[config.mk]
export PLATFORM = sky130hd
export DESIGN_NAME = ddcc_channel_ctrl
export DESIGN_NICKNAME = d
export VERILOG_FILES = /design/src/ddcc_pkg.sv /design/src/ddcc_channel_ctrl.sv /design/src/ddcc_gain_sat.sv
export SDC_FILE = /design/constraint.sdc
export NUM_CORES = 1
export LEC_CHECK = 0
export ABC_CLOCK_PERIOD_IN_PS = 3700
export BUFFER_PORTS_ARGS = -buffer_cell sky130_fd_sc_hd__clkbuf_2
export CAP_MARGIN = 20
export CORE_MARGIN = 3
export CORE_UTILIZATION = 55
export CTS_BUF_LIST = sky130_fd_sc_hd__clkbuf_4
export CTS_CLUSTER_SIZE = 8
export DETAILED_ROUTE_END_ITERATION = 10
export HOLD_SLACK_MARGIN = 0.05
export PLACE_DENSITY_LB_ADDON = 0.15
export RECOVER_POWER = 100
export SYNTH_ARGS = -nofsm -noshare
export SYNTH_HDL_FRONTEND = slang
export SYNTH_SLANG_ARGS = --single-unit
[constraint.sdc]
create_clock -name sys_clk -period 3.7 [get_ports sys_clk]
set_input_delay 0.37 -clock sys_clk [delete_from_list [all_inputs] [get_ports sys_clk]]
set_output_delay 0.37 -clock sys_clk [all_outputs]
set_load 0.005 [all_outputs]
[src/ddcc_pkg.sv]
// shared constants and types for the downconverter channel control block
package ddcc_pkg;

	localparam int unsigned ADR_W = 12;
	localparam int unsigned DAT_W = 32;
	localparam int unsigned SMP_W = 16;
	localparam int unsigned PH_W  = 32;
	localparam int unsigned CNT_W = 6;

	// register byte offsets
	localparam logic [ADR_W-1:0] SYNC_CTRL_OFS = 12'h300;
	localparam logic [ADR_W-1:0] CHAN_CTRL_OFS = 12'h310;
	localparam logic [ADR_W-1:0] AUX_CTRL_OFS  = 12'h320;
	localparam logic [ADR_W-1:0] STATUS_OFS    = 12'h324;
	localparam logic [ADR_W-1:0] FTW_OFS       = 12'h328;
	localparam logic [ADR_W-1:0] POW_OFS       = 12'h32c;

	// sync control fields
	localparam int unsigned SYNC_EN_BIT      = 0;
	localparam int unsigned SYNC_ONESHOT_BIT = 1;

	// channel control fields
	localparam int unsigned MIX_SEL_BIT = 7;
	localparam int unsigned GAIN_BIT    = 6;
	localparam int unsigned IF_MODE_LSB = 4;
	localparam int unsigned C2R_BIT     = 3;
	localparam int unsigned DEC_LSB     = 0;

	// auxiliary control fields
	localparam int unsigned SREF_EN_BIT  = 7;
	localparam int unsigned EXT_RATE_LSB = 0;

	// status fields
	localparam int unsigned STAT_CHAIN_LSB  = 0;
	localparam int unsigned STAT_FACTOR_LSB = 8;
	localparam int unsigned STAT_COUNT_LSB  = 16;

	// reset values
	localparam logic [7:0]      SYNC_CTRL_RST = 8'h00;
	localparam logic [7:0]      CHAN_CTRL_RST = 8'h00;
	localparam logic [7:0]      AUX_CTRL_RST  = 8'h00;
	localparam logic [PH_W-1:0] FTW_RST       = 32'h0000_0000;
	localparam logic [PH_W-1:0] POW_RST       = 32'h0000_0000;

	// decimation codes
	localparam logic [2:0] DEC_HB12   = 3'h0;
	localparam logic [2:0] DEC_HB123  = 3'h1;
	localparam logic [2:0] DEC_HB1234 = 3'h2;
	localparam logic [2:0] DEC_HB1    = 3'h3;
	localparam logic [2:0] DEC_HB1TB  = 3'h4;
	localparam logic [2:0] DEC_HB12TB = 3'h5;
	localparam logic [2:0] DEC_HB3TB  = 3'h6;
	localparam logic [2:0] DEC_EXT    = 3'h7;

	// filter chain mask: halfband one..four in bits 0..3, thirdband two in bit 4
	localparam logic [4:0] CHAIN_HB1 = 5'h01;
	localparam logic [4:0] CHAIN_HB2 = 5'h02;
	localparam logic [4:0] CHAIN_HB3 = 5'h04;
	localparam logic [4:0] CHAIN_HB4 = 5'h08;
	localparam logic [4:0] CHAIN_TB2 = 5'h10;

	// full-scale level sent in test mode
	localparam logic [SMP_W-1:0] TEST_LEVEL = 16'h7fff;

	typedef enum logic [1:0] {
		IF_VARIABLE,
		IF_ZERO,
		IF_FS,
		IF_TEST
	} ddcc_if_mode_t;

endpackage

[src/ddcc_channel_ctrl.sv]
// downconverter channel control: register slave, sync, mixer, gain and decimation select
//
// Overview of operation
// - In one-shot mode only the first valid SYSREF edge aligns the oscillator.
// - Sync enable zero disables sync; one-shot clears the enable after next edge.
// - Mixer bit: zero real mixer from one channel, one complex from two channels.
// - Gain bit: zero unity gain, one doubles output for 6 dB.
// - IF mode: variable, zero hertz, half-sample-rate IF, or test mode.
// - Complex-to-real bit: zero gives I and Q, one gives real I only.
// - Codes 000 to 011 pick halfband chains decimating 4, 8, 16, 2 complex.
// - Codes 100 to 110 add thirdband two, decimating 6, 12, 24 complex.
// - Code 111 hands chain selection to the extended four-bit rate field.
`timescale 1ns/10ps
module ddcc_channel_ctrl
	import ddcc_pkg::*;
(
	input  wire logic                    sys_clk,
	input  wire logic                    rst_n,
	input  wire logic                    wb_cyc_i,
	input  wire logic                    wb_stb_i,
	input  wire logic                    wb_we_i,
	input  wire logic [ADR_W-1:0]        wb_adr_i,
	input  wire logic [3:0]              wb_sel_i,
	input  wire logic [DAT_W-1:0]        wb_dat_i,
	output logic      [DAT_W-1:0]        wb_dat_o,
	output logic                         wb_ack_o,
	input  wire logic                    sysrefIn,
	input  wire logic                    sampleValid,
	input  wire logic signed [SMP_W-1:0] chanASample,
	input  wire logic signed [SMP_W-1:0] chanBSample,
	output logic                         outValid,
	output logic signed [SMP_W-1:0]      outI,
	output logic signed [SMP_W-1:0]      outQ,
	output logic                         oscRestart
);

	// register state
	logic [7:0]       syncCtrl_r;
	logic [7:0]       syncCtrl_nxt;
	logic [7:0]       chanCtrl_r;
	logic [7:0]       auxCtrl_r;
	logic [PH_W-1:0]  ftw_r;
	logic [PH_W-1:0]  pow_r;
	logic             ack_r;
	logic [DAT_W-1:0] rdData_r;
	logic [7:0]       syncCount_r;

	// sysref synchroniser and edge detect
	logic             sysrefMeta_r;
	logic             sysrefSync_r;
	logic             sysrefPrev_r;

	// datapath state
	logic [PH_W-1:0]  phaseAcc_r;
	logic             fsFlip_r;
	logic [1:0]       c2rPhase_r;
	logic [CNT_W-1:0] decCnt_r;
	logic             outValid_r;
	logic [SMP_W-1:0] outI_r;
	logic [SMP_W-1:0] outQ_r;
	logic             oscRestart_r;

	// bus decode
	logic             busReq;
	logic             wrStrobe;
	logic             hitSync;
	logic             hitChan;
	logic             hitAux;
	logic             hitStatus;
	logic             hitFtw;
	logic             hitPow;
	logic [DAT_W-1:0] rdMux;
	logic [DAT_W-1:0] statusWord;
	logic [DAT_W-1:0] byteMask;

	assign busReq    = wb_cyc_i & wb_stb_i & ~ack_r;
	assign wrStrobe  = busReq & wb_we_i;
	assign hitSync   = wb_adr_i == SYNC_CTRL_OFS;
	assign hitChan   = wb_adr_i == CHAN_CTRL_OFS;
	assign hitAux    = wb_adr_i == AUX_CTRL_OFS;
	assign hitStatus = wb_adr_i == STATUS_OFS;
	assign hitFtw    = wb_adr_i == FTW_OFS;
	assign hitPow    = wb_adr_i == POW_OFS;
	assign byteMask  = {{8{wb_sel_i[3]}}, {8{wb_sel_i[2]}}, {8{wb_sel_i[1]}}, {8{wb_sel_i[0]}}};

	// channel control fields
	logic            complexMix;
	logic            gainEn;
	ddcc_if_mode_t   ifMode;
	logic            c2rEn;
	logic [2:0]      decCode;
	logic [3:0]      extRate;
	logic            sysrefEn;

	assign complexMix = chanCtrl_r[MIX_SEL_BIT];
	assign gainEn     = chanCtrl_r[GAIN_BIT];
	assign ifMode     = ddcc_if_mode_t'(chanCtrl_r[IF_MODE_LSB +: 2]);
	assign c2rEn      = chanCtrl_r[C2R_BIT];
	assign decCode    = chanCtrl_r[DEC_LSB +: 3];
	assign extRate    = auxCtrl_r[EXT_RATE_LSB +: 4];
	assign sysrefEn   = auxCtrl_r[SREF_EN_BIT];

	// sync event
	logic sysrefEdge;
	logic syncFire;
	logic oneShotDone;

	assign sysrefEdge  = sysrefSync_r & ~sysrefPrev_r & sysrefEn;
	assign syncFire    = sysrefEdge & syncCtrl_r[SYNC_EN_BIT];
	assign oneShotDone = syncFire & syncCtrl_r[SYNC_ONESHOT_BIT];

	// a software write in the same cycle as the one-shot clear wins, so re-arming is never lost
	always_comb
	begin
		syncCtrl_nxt = syncCtrl_r;
		if (wrStrobe && hitSync && wb_sel_i[0])
			syncCtrl_nxt = {6'h00, wb_dat_i[1:0]};
		else if (oneShotDone)
			syncCtrl_nxt[SYNC_EN_BIT] = 1'b0;
	end

	// filter chain and decimation factor for a code
	function automatic logic [12:0] chainDecode(input logic [2:0] code, input logic [3:0] ext, input logic real1);
		logic [4:0] chain;
		logic [7:0] cplx;
		logic [7:0] factor;
		chain  = 5'h00;
		cplx   = 8'h00;
		factor = 8'h00;
		case (code)
			DEC_HB12:   begin chain = CHAIN_HB1 | CHAIN_HB2;                         cplx = 8'h04; end
			DEC_HB123:  begin chain = CHAIN_HB1 | CHAIN_HB2 | CHAIN_HB3;             cplx = 8'h08; end
			DEC_HB1234: begin chain = CHAIN_HB1 | CHAIN_HB2 | CHAIN_HB3 | CHAIN_HB4; cplx = 8'h10; end
			DEC_HB1:    begin chain = CHAIN_HB1;                                     cplx = 8'h02; end
			DEC_HB1TB:  begin chain = CHAIN_HB1 | CHAIN_TB2;                         cplx = 8'h06; end
			DEC_HB12TB: begin chain = CHAIN_HB1 | CHAIN_HB2 | CHAIN_TB2;             cplx = 8'h0c; end
			DEC_HB3TB:  begin chain = CHAIN_HB1 | CHAIN_HB2 | CHAIN_HB3 | CHAIN_TB2; cplx = 8'h18; end
			default:
			begin
				case (ext)
					4'h0:    begin chain = 5'h1f; cplx = 8'h30; end
					4'h2:    cplx = 8'h0a;
					4'h3:    cplx = 8'h14;
					4'h4:    cplx = 8'h28;
					default: cplx = 8'h00;
				endcase
			end
		endcase
		factor = real1 ? {1'b0, cplx[7:1]} : cplx;
		if (code == DEC_EXT)
		begin
			case (ext)
				4'h7:    factor = 8'h03;
				4'h8:    factor = 8'h0f;
				4'h9:    factor = 8'h1e;
				default: factor = factor;
			endcase
		end
		return {chain, factor};
	endfunction

	logic [12:0]      chainWord;
	logic [4:0]       chainMask;
	logic [7:0]       decFactor;
	logic [CNT_W-1:0] decLast;
	logic             decHit;

	assign chainWord = chainDecode(decCode, extRate, c2rEn);
	assign chainMask = chainWord[12:8];
	assign decFactor = chainWord[7:0];
	assign decLast   = CNT_W'(decFactor - 8'h01);
	assign decHit    = (decFactor != 8'h00) && (decCnt_r == decLast);

	// mixer input selection
	logic signed [SMP_W-1:0] mixI;
	logic signed [SMP_W-1:0] mixQ;

	assign mixI = chanASample;
	assign mixQ = complexMix ? chanBSample : chanASample;

	// quarter-turn rotation; quadrant from the oscillator, IF mode and real conversion
	logic [1:0]            ifQuad;
	logic [1:0]            rotQuad;
	logic signed [SMP_W:0] extI;
	logic signed [SMP_W:0] extQ;
	logic signed [SMP_W:0] rotI;
	logic signed [SMP_W:0] rotQ;
	logic signed [SMP_W:0] preI;
	logic signed [SMP_W:0] preQ;
	logic [SMP_W-1:0]      gainI;
	logic [SMP_W-1:0]      gainQ;

	assign ifQuad  = (ifMode == IF_VARIABLE) ? phaseAcc_r[PH_W-1 -: 2] :
	                 (ifMode == IF_FS)       ? {fsFlip_r, 1'b0} :
	                 2'b00;
	assign rotQuad = ifQuad + (c2rEn ? c2rPhase_r : 2'b00);
	assign extI    = {mixI[SMP_W-1], mixI};
	assign extQ    = {mixQ[SMP_W-1], mixQ};
	assign rotI    = (rotQuad == 2'd0) ? extI :
	                 (rotQuad == 2'd1) ? -extQ :
	                 (rotQuad == 2'd2) ? -extI : extQ;
	assign rotQ    = (rotQuad == 2'd0) ? extQ :
	                 (rotQuad == 2'd1) ? extI :
	                 (rotQuad == 2'd2) ? -extQ : -extI;
	assign preI    = (ifMode == IF_TEST) ? {1'b0, TEST_LEVEL} : rotI;
	assign preQ    = (ifMode == IF_TEST) ? '0 : rotQ;

	ddcc_gain_sat gainStageI (
		.din    (preI),
		.gainEn (gainEn),
		.dout   (gainI)
	);

	ddcc_gain_sat gainStageQ (
		.din    (preQ),
		.gainEn (gainEn),
		.dout   (gainQ)
	);

	assign statusWord = {8'h00, syncCount_r, decFactor, 3'b000, chainMask};

	assign rdMux = hitSync   ? {24'h0, syncCtrl_r} :
	               hitChan   ? {24'h0, chanCtrl_r} :
	               hitAux    ? {24'h0, auxCtrl_r} :
	               hitStatus ? statusWord :
	               hitFtw    ? ftw_r :
	               hitPow    ? pow_r :
	               '0;

	// wishbone slave: ack one cycle after the request, unmapped reads return zero
	always_ff @(posedge sys_clk)
	begin
		if (!rst_n)
		begin
			ack_r    <= 1'b0;
			rdData_r <= '0;
		end
		else
		begin
			ack_r    <= busReq;
			rdData_r <= (busReq && !wb_we_i) ? rdMux : '0;
		end
	end

	always_ff @(posedge sys_clk)
	begin
		if (!rst_n)
		begin
			syncCtrl_r <= SYNC_CTRL_RST;
			chanCtrl_r <= CHAN_CTRL_RST;
			auxCtrl_r  <= AUX_CTRL_RST;
			ftw_r      <= FTW_RST;
			pow_r      <= POW_RST;
		end
		else
		begin
			syncCtrl_r <= syncCtrl_nxt;
			if (wrStrobe && hitChan && wb_sel_i[0])
				chanCtrl_r <= wb_dat_i[7:0];
			if (wrStrobe && hitAux && wb_sel_i[0])
				auxCtrl_r <= {wb_dat_i[7], 3'b000, wb_dat_i[3:0]};
			if (wrStrobe && hitFtw)
				ftw_r <= (ftw_r & ~byteMask) | (wb_dat_i & byteMask);
			if (wrStrobe && hitPow)
				pow_r <= (pow_r & ~byteMask) | (wb_dat_i & byteMask);
		end
	end

	// sysref pin passes two flops before the edge detector
	always_ff @(posedge sys_clk)
	begin
		if (!rst_n)
		begin
			sysrefMeta_r <= 1'b0;
			sysrefSync_r <= 1'b0;
			sysrefPrev_r <= 1'b0;
		end
		else
		begin
			sysrefMeta_r <= sysrefIn;
			sysrefSync_r <= sysrefMeta_r;
			sysrefPrev_r <= sysrefSync_r;
		end
	end

	// oscillator, rotation phases and decimation counter restart on a sync edge
	always_ff @(posedge sys_clk)
	begin
		if (!rst_n)
		begin
			phaseAcc_r   <= '0;
			fsFlip_r     <= 1'b0;
			c2rPhase_r   <= 2'b00;
			decCnt_r     <= '0;
			syncCount_r  <= 8'h00;
			oscRestart_r <= 1'b0;
		end
		else
		begin
			oscRestart_r <= syncFire;
			if (syncFire)
			begin
				phaseAcc_r  <= pow_r;
				fsFlip_r    <= 1'b0;
				c2rPhase_r  <= 2'b00;
				decCnt_r    <= '0;
				syncCount_r <= syncCount_r + 8'h01;
			end
			else if (sampleValid)
			begin
				phaseAcc_r <= phaseAcc_r + ftw_r;
				fsFlip_r   <= ~fsFlip_r;
				c2rPhase_r <= c2rPhase_r + 2'b01;
				decCnt_r   <= decHit ? '0 : decCnt_r + 1'b1;
			end
		end
	end

	// decimated output register; real output forces Q to zero
	always_ff @(posedge sys_clk)
	begin
		if (!rst_n)
		begin
			outValid_r <= 1'b0;
			outI_r     <= '0;
			outQ_r     <= '0;
		end
		else
		begin
			outValid_r <= sampleValid & ~syncFire & decHit;
			if (sampleValid && !syncFire && decHit)
			begin
				outI_r <= gainI;
				outQ_r <= c2rEn ? '0 : gainQ;
			end
		end
	end

	assign wb_ack_o   = ack_r;
	assign wb_dat_o   = rdData_r;
	assign outValid   = outValid_r;
	assign outI       = outI_r;
	assign outQ       = outQ_r;
	assign oscRestart = oscRestart_r;

endmodule

[src/ddcc_gain_sat.sv]
// optional 6 dB gain stage with saturation to sample width
`timescale 1ns/10ps
module ddcc_gain_sat
	import ddcc_pkg::*;
(
	input  wire logic signed [SMP_W:0]   din,
	input  wire logic                    gainEn,
	output logic signed [SMP_W-1:0]      dout
);

	logic signed [SMP_W+1:0] scaled;
	logic                    tooHigh;
	logic                    tooLow;

	assign scaled  = gainEn ? {din, 1'b0} : {din[SMP_W], din};
	assign tooHigh = ~scaled[SMP_W+1] & (scaled[SMP_W:SMP_W-1] != 2'b00);
	assign tooLow  = scaled[SMP_W+1] & (scaled[SMP_W:SMP_W-1] != 2'b11);
	assign dout    = tooHigh ? {1'b0, {(SMP_W-1){1'b1}}} :
	                 tooLow  ? {1'b1, {(SMP_W-1){1'b0}}} :
	                 scaled[SMP_W-1:0];

endmodule

Yosys cells after proc, flatten, opt, wreduce, memory -nomap -nowiden:

Index checks and enable logic that the tools add are counted.

* $add $sub $neg: 8
* multipliers: 0
* div/mod/pow operators: 0
* order comparisons: 0
* equal/unequal tests: 26
* shift-type cells: 0
* mux-type cells: 37
* bitwise operators: 28
* reduce and logical (&&, ||, !) cells: 28

Operator list (count)
* $mux 17: 10
* $mux 32: 4
* $and 32x32->32: 3
* $mux 16: 6
* $eq 12x10->1 const B: 6
* $or 32x32->32: 2
* $pmux 6 s7: 1
* $pmux 5 s7: 1
* $neg 16->17: 2
* $add 32x32->32: 1
* $mux 8: 4
* $not 32->32: 1
* $mux 24: 1
* $pmux 6 s4: 1
* $pmux 8 s3: 1
* $and 1x1->1: 13
* $eq 3x3->1 const B: 4
* $logic_and 1x1->1: 12
* $not 1->1: 9
* $add 8x1->8 const B: 1
* $eq 4x2->1 const B: 2
* $eq 4x3->1 const B: 2
* $eq 4x4->1 const B: 2
* $mux 2: 4
* other kinds (23): 34

* register bits: 198
* bits in latches: 0
* RAM bits: 0
* ROM bits: 0
* output and inout bits: 67
* word-level logic and storage cells: 150
* memories kept: 0

Logic depth before layout (Yosys ltp):

Gate-level depths: netlist (run 1).

* word-level depth: 15
* mapped depth: 15
* mapped depth without buffers: 12

Cells and area by module:

A second synthesis (run 1) with hierarchy kept.

* cell total of the unflattened synthesis: 1665
* area, all modules: 12343.1 um2

Modules (own cells, without submodules)
* ddcc_channel_ctrl: times used 1, cells each 1515, area each 11539.8 um2
* ddcc_gain_sat: times used 2, cells each 75, area each 401.6 um2

Worst setup path before layout (run 1):

Ideal clock, no wire load.

* kind: reg2reg
* from: reg chanCtrl_r[7]
* to: reg outQ_r[3], in the netlist outQ[3]
* data arrival time: 3.647 ns
* required time: 3.583 ns
* slack: -0.064 ns
* cell stages (with the launch flop): 15
* buffers on the path: 4
* period minus slack after synthesis: 3.764 ns
* cell sequence: dfxtp_1 -> buf_2 -> buf_2 -> clkbuf_1 -> clkbuf_1 -> mux2i_1 -> ha_1 -> o211ai_1 -> nor4_2 -> or4_1 -> o2111ai_1 -> a21oi_2 -> or2_1 -> o21ai_0 -> a22o_1

* cells in the longest elaborated chain, start to end: 12
* elaborated cells on any way between the ends: 15

RTL lines
* from (decl): RTL line ddcc_channel_ctrl.sv:40 `logic [7:0] chanCtrl_r;`
* from (signal assigned): RTL line ddcc_channel_ctrl.sv:259 `chanCtrl_r <= wb_dat_i[7:0];`
* $mux 16 *: RTL line ddcc_channel_ctrl.sv:179 `assign mixQ = complexMix ? chanBSample : chanASample;`
* $neg 16->17: RTL line ddcc_channel_ctrl.sv:204 `(rotQuad == 2'd2) ? -extQ : -extI;`
* $mux 17: RTL line ddcc_channel_ctrl.sv:204
* $mux 17: RTL line ddcc_channel_ctrl.sv:203 `(rotQuad == 2'd1) ? extI :`
* $mux 17 *: RTL line ddcc_channel_ctrl.sv:202 `assign rotQ = (rotQuad == 2'd0) ? extQ :`
* $mux 17 *: RTL line ddcc_channel_ctrl.sv:206 `assign preQ = (ifMode == IF_TEST) ? '0 : rotQ;`
* $mux 17: RTL line ddcc_gain_sat.sv:15 `assign scaled = gainEn ? {din, 1'b0} : {din[SMP_W], din};`
* $ne 2x2->1: RTL line ddcc_gain_sat.sv:17 `assign tooLow = scaled[SMP_W+1] & (scaled[SMP_W:SMP_W-1] != 2'b11);`
* $and 1x1->1: RTL line ddcc_gain_sat.sv:17
* $mux 16: RTL line ddcc_gain_sat.sv:19 `tooLow ? {1'b1, {(SMP_W-1){1'b0}}} :`
* $mux 16 *: RTL line ddcc_gain_sat.sv:18 `assign dout = tooHigh ? {1'b0, {(SMP_W-1){1'b1}}} :`
* $mux 16 *: RTL line ddcc_channel_ctrl.sv:334 `outQ_r <= c2rEn ? '0 : gainQ;`
* to (signal assigned): RTL line ddcc_channel_ctrl.sv:334
* to (decl): RTL line ddcc_channel_ctrl.sv:60 `logic [SMP_W-1:0] outQ_r;`

Mark *: on every way between the ends. The rest lies on a longest branch, timed or not.
A chain may end at the register's enable or synchronous reset.

Worst setup path in the final report (run 1):

* from: reg auxCtrl_r[1]
* to: reg outQ_r[4], in the netlist outQ[4]

* cells in the longest elaborated chain, start to end: 10
* elaborated cells on any way between the ends: 17

RTL lines
* from (decl): RTL line ddcc_channel_ctrl.sv:41 `logic [7:0] auxCtrl_r;`
* from (signal assigned): RTL line ddcc_channel_ctrl.sv:261 `auxCtrl_r <= {wb_dat_i[7], 3'b000, wb_dat_i[3:0]};`
* $eq 4x3->1, or another cell as far along: RTL line ddcc_channel_ctrl.sv:140 `case (ext)`
* $pmux 6 s4: RTL line ddcc_channel_ctrl.sv:140
* $pmux 6 s7: RTL line ddcc_channel_ctrl.sv:130 `case (code)`
* $mux 8: RTL line ddcc_channel_ctrl.sv:149 `factor = real1 ? {1'b0, cplx[7:1]} : cplx;`
* $pmux 8 s3: RTL line ddcc_channel_ctrl.sv:152 `case (ext)`
* $mux 8 *: RTL line ddcc_channel_ctrl.sv:150 `if (code == DEC_EXT)`
* $sub 6x1->6: RTL line ddcc_channel_ctrl.sv:171 `assign decLast = CNT_W'(decFactor - 8'h01);`
* $eq 6x6->1: RTL line ddcc_channel_ctrl.sv:172 `assign decHit = (decFactor != 8'h00) && (decCnt_r == decLast);`
* $logic_and 1x1->1 *: RTL line ddcc_channel_ctrl.sv:172
* $logic_and 1x1->1 *: RTL line ddcc_channel_ctrl.sv:331 `if (sampleValid && !syncFire && decHit)`

Marked as above.

==> results of run 1 <==
-- routing by layer --
layer / GRT usage [%] / up-vias / wire [um] / part of all wire (%)
li1: - / 5665 / - / -
met1: 38.7 / 5502 / 15600 / 43
met5: 0 / - / 13 / 0.036
met4: 10.1 / 2 / 1030 / 2.9
met2: 48.9 / 429 / 16600 / 46
met3: 4.73 / 77 / 2590 / 7.2
-- cell families after synthesis --
kind of cell | synth area share (%)
AO/OA/AOI/OAI | 22.1
XOR/XNOR | 5.81
adder cells (fa/ha/maj) | 4.19
buffers and inverters | 3.81
flip-flops | 32.9
multiplexers | 11.9
AND/OR/NAND/NOR | 19.4
-- power by group --
group,switching (W),internal (W)
Sequential,0.00000951,0.00215
Combinational,0.000204,0.000136
Clock,0.000888,0.000322
Total,0.00110,0.00260
-- critical path, cell delays in order (launching register included) --
cell and delay (ns):
dfxtp_1 0.39, buf_4 0.18, and4_1 0.18, nand3_1 0.12, nand3_1 0.10, a21oi_1 0.21
ha_1 0.23, or3b_2 0.48, nor3_1 0.19, nand3b_1 0.17, a2111oi_4 0.43, buf_6 0.25
nor4b_4 0.31, a22o_1 0.18
-- layout make-up --
cell class / count / area (um^2) / share of cell area [%]
Tap cell: 275 / 344 / 2.50
Antenna cell: 1 / 2.50 / 0.0182
Clock inverter: 15 / 175 / 1.27
Inverter: 21 / 80.1 / 0.582
Clock buffer: 17 / 128 / 0.928
Multi-Input combinational cell: 1148 / 7620 / 55.4
Sequential cell: 198 / 3970 / 28.9
Timing Repair Buffer: 241 / 1440 / 10.4
-- how the worst min path moves through the flow --
stage,end,cells past startpoint,startpoint
global route,flip-flop,3,wb_dat_i[5]
detailed placement,sysrefSync_r$_SDFF_PN0_,1,sysrefMeta_r$_SDFF_PN0_
global placement,sysrefSync_r$_SDFF_PN0_,1,sysrefMeta_r$_SDFF_PN0_
CTS,wb_ack_o$_SDFF_PN0_,3,wb_cyc_i
floorplan,sysrefSync_r$_SDFF_PN0_,1,sysrefMeta_r$_SDFF_PN0_
finish,wb_ack_o$_SDFF_PN0_,3,wb_cyc_i
-- layout by cell type (no fill, tap or decap), types with 12 or more instances in the layout --
cell,netlist,layout
mux2i_1,126,126
o21ai_0,88,89
clkbuf_4,0,17
mux2_2,15,15
nor4_1,11,12
a21o_1,15,15
nor2_1,204,203
clkbuf_2,1,120
a21oi_1,99,99
inv_1,21,20
xor2_1,38,38
dfxtp_1,198,194
nand3_1,24,24
a22o_1,17,17
nor3_1,31,36
a211oi_1,29,29
clkbuf_1,69,44
ha_1,38,38
buf_4,3,42
xnor2_1,42,42
dlygate4sd3_1,0,32
o211ai_1,24,24
a22oi_1,29,29
nand2_1,105,105
-- through the flow --
stage	cell area (um^2)	setup WS [ns]
3_3_place_gp	13200	0.177
4_1_cts	13900	0.0211
6_report	13800	0.265
5_1_grt	13800	0.00942
3_5_place_dp	13200	0.0468
2_1_floorplan	12100	0.0496
-- timing repair --
item | in CTS | in global routing
hold buffers | 32 | 0
resized for setup | 0 | 11
endpoints found under the setup margin | 0 | 32
hold endpoints to repair | 61 | 0
==> impl_metrics.json, run 1 <==
{
  "crit_fanout": 19,
  "r2r-end": "outQ[4]$_SDFFE_PN0P_",
  "reg2reg_depth": 13,
  "synth_top_area_share_pct": 32.9,
  "io-pin-count": 154,
  "ys_seq_elements": 198,
  "fin_worst_skew_ns": 0.0349,
  "rsz0062_at_grt": "false",
  "die_width_um": 154,
  "synthArstFlopShare_pct": 0,
  "violations": "capacitance limit, slew limit",
  "initial_core_util_pct": 56.7,
  "synthTopCellsByArea": "dfxtp_1 (33%), mux2i_1 (10%), nor2_1 (6.3%)",
  "grt_pass1_vias": 11243,
  "period_minus_slack_ns": 3.44,
  "clock_latency_ns": 0.63,
  "rows": 53,
  "startpoint": "auxCtrl_r[1]$_SDFFE_PN0P_",
  "grt_max_degree": 62,
  "yosysWarningCount": 0,
  "ant_nets": 0,
  "yosysMostFrequentCell": "nor2_1",
  "hold_viol": 0,
  "wl_per_cell_um": 18.7,
  "area_delta_synth_final_pct": 14.1,
  "grt_pass1_wl_um": 57200,
  "drt_iter0_markers": 763,
  "netlist_area_mm2": 0.0121,
  "tritoncts": "yes",
  "dp_hpwl_um": 26000,
  "die_area_mm2": 0.0237,
  "drv_cap": 1,
  "fillCellCount": 1892,
  "fin_hold_ws_ns": 0.0733,
  "ys_types": 85,
  "ir_worst_vdd_v": 0.000173,
  "max_freq_ghz": 0.291,
  "crit_end": "outQ[4]$_SDFFE_PN0P_",
  "utilization_pct": 64.6,
  "powerDensity_mw_per_mm2": 269,
  "die_h_um": 154,
  "netlist_instances": 1459,
  "setup_viol": 0,
  "gp_congestion": 0.943,
  "synth_nets": 1585,
  "drive_above_1_share_pct": 14.8,
  "path_clk_slew_ns": 0.18,
  "finalCritPeriodShare_pct": 92.9,
  "avgSynthCellArea_um2": 8.27,
  "drtPass1Iterations": 5,
  "synth_common_cells": "nor2_1 (204), dfxtp_1 (198), mux2i_1 (126), nand2_1 (105), a21oi_1 (99)",
  "cts_setup_buffers": 0,
  "leakage_nw": 5.39,
  "cp-start-kind": "flip-flop",
  "status": "finished, violations left",
  "cp_data_required_time_ns": 4.28,
  "r2r_start": "auxCtrl_r[1]$_SDFFE_PN0P_",
  "grt_usage_pct": 29.3,
  "cts_buffer_depth": 2,
  "antenna_found_initial": 2,
  "nNetsFinal": 1753,
  "setup_tns_ns": 0,
  "wirelength_um": 35800,
  "yosysTopAreaCell": "dfxtp_1",
  "clockRootBuffer": "clkbuf_4",
  "cts_buffers": 17,
  "drc": 0,
  "htree_levels": 4,
  "vias": 11675,
  "dp_cells": 1851,
  "viasPerCell": 6.09,
  "rrSetupSlack_ns": 0.26,
  "clock_sinks": 198,
  "hp-class": "primary input to flip-flop",
  "numPortBuffers": 153,
  "crit_type": "flip-flop to flip-flop",
  "power_w": 0.00371,
  "max_slew_margin_pct": -2.54,
  "final_cells": 1916,
  "crit_arrival_ns": 4.02,
  "yosysSeqAreaShare_pct": 32.9,
  "synth_flop_cell": "dfxtp_1",
  "grt-ovfl-total": 0,
  "tightest_slew_ns": 1.54,
  "end_kind": "flip-flop",
  "core_mm2": 0.0213,
  "drv_slew": 27,
  "synth_edf_count": 0
}
No activity file was read; power rests on OpenSTA's default activity.
==> run 2, diff against run 1 <==
Settings changed: ABC_AREA set to 1.
==> run 2 against run 1 <==
Setup slack improved by 0.057 ns. Synthesized cell count rose by 30%. Global-route usage rose by 1.9 points. Die area up 2.4%. Clock power up 8%. Via count increased by 13%. Highest routed layer is now met4. Largest cell class unchanged. Sequential power barely moved. Critical path type unchanged. Synthesized area increased by 2.4%. Clock skew is 0.015 ns higher. Combinational power rose by 7.6%. Sequential share of layout area down 0.28 points. The flow still finishes with violations (capacitance limit, slew limit). Critical endpoint is now outQ[0]$_SDFFE_PN0P_. Critical path depth increased by 3. Largest power group unchanged.
==> impl_metrics.json, run 2 <==
{
  "setup_viol": 0,
  "crit_arrival_ns": 3.86,
  "yosysSeqAreaShare_pct": 32.1,
  "area_delta_synth_final_pct": 12.2,
  "rsz0062_at_grt": "false",
  "grt_max_degree": 80,
  "dp_hpwl_um": 28700,
  "ant_nets": 0,
  "initial_core_util_pct": 56.3,
  "drtPass1Iterations": 8,
  "yosysWarningCount": 0,
  "max_slew_margin_pct": -11.2,
  "max_freq_ghz": 0.296,
  "violations": "capacitance limit, slew limit",
  "grt_pass1_vias": 12375,
  "die_h_um": 156,
  "fin_worst_skew_ns": 0.0494,
  "ir_worst_vdd_v": 0.000226,
  "powerDensity_mw_per_mm2": 276,
  "synth_flop_cell": "dfxtp_1",
  "grt_pass1_wl_um": 62000,
  "ys_seq_elements": 198,
  "drive_above_1_share_pct": 10.4,
  "synth_top_area_share_pct": 32.1,
  "synthTopCellsByArea": "dfxtp_1 (32%), nand2_1 (15%), inv_1 (7.0%)",
  "swShare_pct": 31.3,
  "synth_common_cells": "nand2_1 (505), inv_1 (229), dfxtp_1 (198), o21ai_0 (150), a21oi_1 (144)",
  "tightest_slew_ns": 1.67,
  "synthArstFlopShare_pct": 0,
  "drv_cap": 1,
  "die_width_um": 156,
  "crit_top_cell": "nand2_1",
  "cp_data_required_time_ns": 4.18,
  "power_w": 0.00383,
  "cts_buffers": 17,
  "io-pin-count": 154,
  "path_cells": "inv_4 -> o21ai_2 -> ha_1 -> nand2_1 -> nor2_4 -> nand4_1 -> nand2_1 -> nand2_1 -> nand3_1 -> nand2_1 -> nand3_1 -> nand2_1 -> nand2_1 -> o21ai_0 -> nand2_1 -> a21oi_1",
  "internal_power_w": 0.00263,
  "vias": 13176,
  "gp_congestion": 0.974,
  "die_area_mm2": 0.0243,
  "cts_buffer_depth": 2,
  "rows": 54,
  "p_switching_w": 0.00120,
  "grt_usage_pct": 31.3,
  "leakage_nw": 6.07,
  "nNetsFinal": 2166,
  "clock_sinks": 198,
  "layout_commonest_cell": "nand2_1",
  "path_clk_slew_ns": 0.21,
  "viasPerCell": 5.65,
  "antenna_found_initial": 1,
  "max_stage_delay_ns": 0.82,
  "ys_types": 53,
  "drt_iter0_markers": 1140,
  "core_mm2": 0.0220,
  "clockRootBuffer": "clkbuf_4",
  "wl_per_cell_um": 16.6,
  "synth_nets": 2020,
  "tritoncts": "yes",
  "crit_type": "flip-flop to flip-flop",
  "fillCellCount": 2072,
  "yosysTopAreaCell": "dfxtp_1",
  "p_seq_share_pct": 56.3,
  "setup_tns_ns": 0,
  "clockPowerShare_pct": 34.2,
  "finalCritPeriodShare_pct": 91.3,
  "drv_slew": 80,
  "end_kind": "flip-flop",
  "hold_viol": 0,
  "grt-ovfl-total": 0,
  "utilization_pct": 63.2,
  "layout.cells.most_common_list": "nand2_1 (506), inv_1 (229), dfxtp_1 (198), o21ai_0 (150), a21oi_1 (144)",
  "clock_latency_ns": 0.63,
  "multi_input_area_mm2": 0.00714,
  "htree_levels": 4,
  "status": "finished, violations left",
  "netlist_area_mm2": 0.0124,
  "synth_edf_count": 0,
  "cts_resized": 0,
  "crit_slowest_cell": "dfxtp_1",
  "cp-start-kind": "flip-flop",
  "avgSynthCellArea_um2": 6.52,
  "wirelength_um": 38700,
  "dp_slack_ns": 0.502,
  "crit_fanout": 19,
  "hp-class": "primary input to flip-flop",
  "setup_ws_ns": 0.321,
  "numPortBuffers": 153,
  "yosysMostFrequentCell": "nand2_1",
  "period_minus_slack_ns": 3.38,
  "netlist_instances": 1894,
  "drc": 0,
  "regArea_mm2": 0.00396,
  "pwr-share-comb_pct": 9.6
}
[run 2: cell types whose count changed in the layout (fill, tap and decap cells not counted), moves of 19 or more]
cell / delta
mux2i_1: -125
buf_4: -28
nand2_1: +401
nand3_1: +98
inv_1: +209
a22oi_1: -28
a31oi_1: +19
a21oi_1: +45
o21ai_0: +61
nor2_1: -79
xnor2_1: -31
[run 2: worst max-delay path, delay by kind of cell, from the launching register on]
kind,cells,cell delay [ns]
AO/OA/AOI/OAI,3,0.51
adder cells (fa/ha/maj),1,0.24
buffers and inverters,1,0.20
flip-flops,1,0.82
AND/OR/NAND/NOR,11,1.47
[run 2: worst paths after layout]
| check | slack [ns] | start | to | depth (start not counted) |
|---|---|---|---|---|
| max reg2reg | 0.32 | chanCtrl_r[7]$_SDFFE_PN0P_ | outQ[0]$_SDFFE_PN0P_ | 16 |
| min | 0.07 | wb_dat_i[1] | auxCtrl_r[1]$_SDFFE_PN0P_ | 3 |
| min reg2reg | 0.44 | sysrefMeta_r$_SDFF_PN0_ | sysrefSync_r$_SDFF_PN0_ | 2 |
| max | 0.32 | chanCtrl_r[7]$_SDFFE_PN0P_ | outQ[0]$_SDFFE_PN0P_ | 16 |
[run 2: power by group through the flow]
| stage | combinational, W | clock (W) | sequential, W |
|---|---|---|---|
| after global routing | 0.000407 | 0.00140 | 0.00216 |
| after detailed placement | 0.000333 | 0 | 0.00220 |
| after floorplan | 0.000204 | 0 | 0.00220 |
| final | 0.000366 | 0.00131 | 0.00216 |
| after global placement | 0.000334 | 0 | 0.00220 |
| after CTS | 0.000362 | 0.00131 | 0.00216 |
[run 2: final cells by class]
class,instances,share of cell area (%)
multi-input combinational,1378,51.5
sequential,198,28.6
timing repair buffer,206,8.49
inverter,239,6.49
tap,280,2.53
clock inverter,15,1.51
clock buffer,17,0.920
antenna,1,0.0180
[run 2: kinds of logic after synthesis]
kind of cell	after synthesis	share of synthesized area, %
and+or+nand+nor	838	28.9
AOI/OAI and AO/OA	454	21.5
buffers and inverters	318	10.2
DFF	198	32.1
xor gates and xnor gates	46	3.26
adders and majority gates	39	4.01
muxes	1	0.0810
[run 2: stage by stage]
stage | hold slack [ns] | cells | area, um^2
floorplan | 0.390 | 1894 | 12400
global placement | 0.404 | 2268 | 13300
detailed placement | 0.403 | 2268 | 13300
CTS | 0.0628 | 2333 | 13900
global route | 0.0661 | 2334 | 13900
finish | 0.0669 | 2334 | 13900
[run 2: timing repair]
item / CTS / global route
buffers inserted: 0 / 0
endpoints found under the hold margin: 60 / 0
hold buffers: 33 / 0
[run 2: routing by layer]
metal | vias up | share of wire, % | track usage [%]
li1 | 6556 | - | -
met1 | 5971 | 43 | 41.2
met2 | 543 | 46 | 51.5
met3 | 106 | 7.1 | 4.99
met4 | 0 | 4.0 | 12.2
met5 | - | 0 | 0
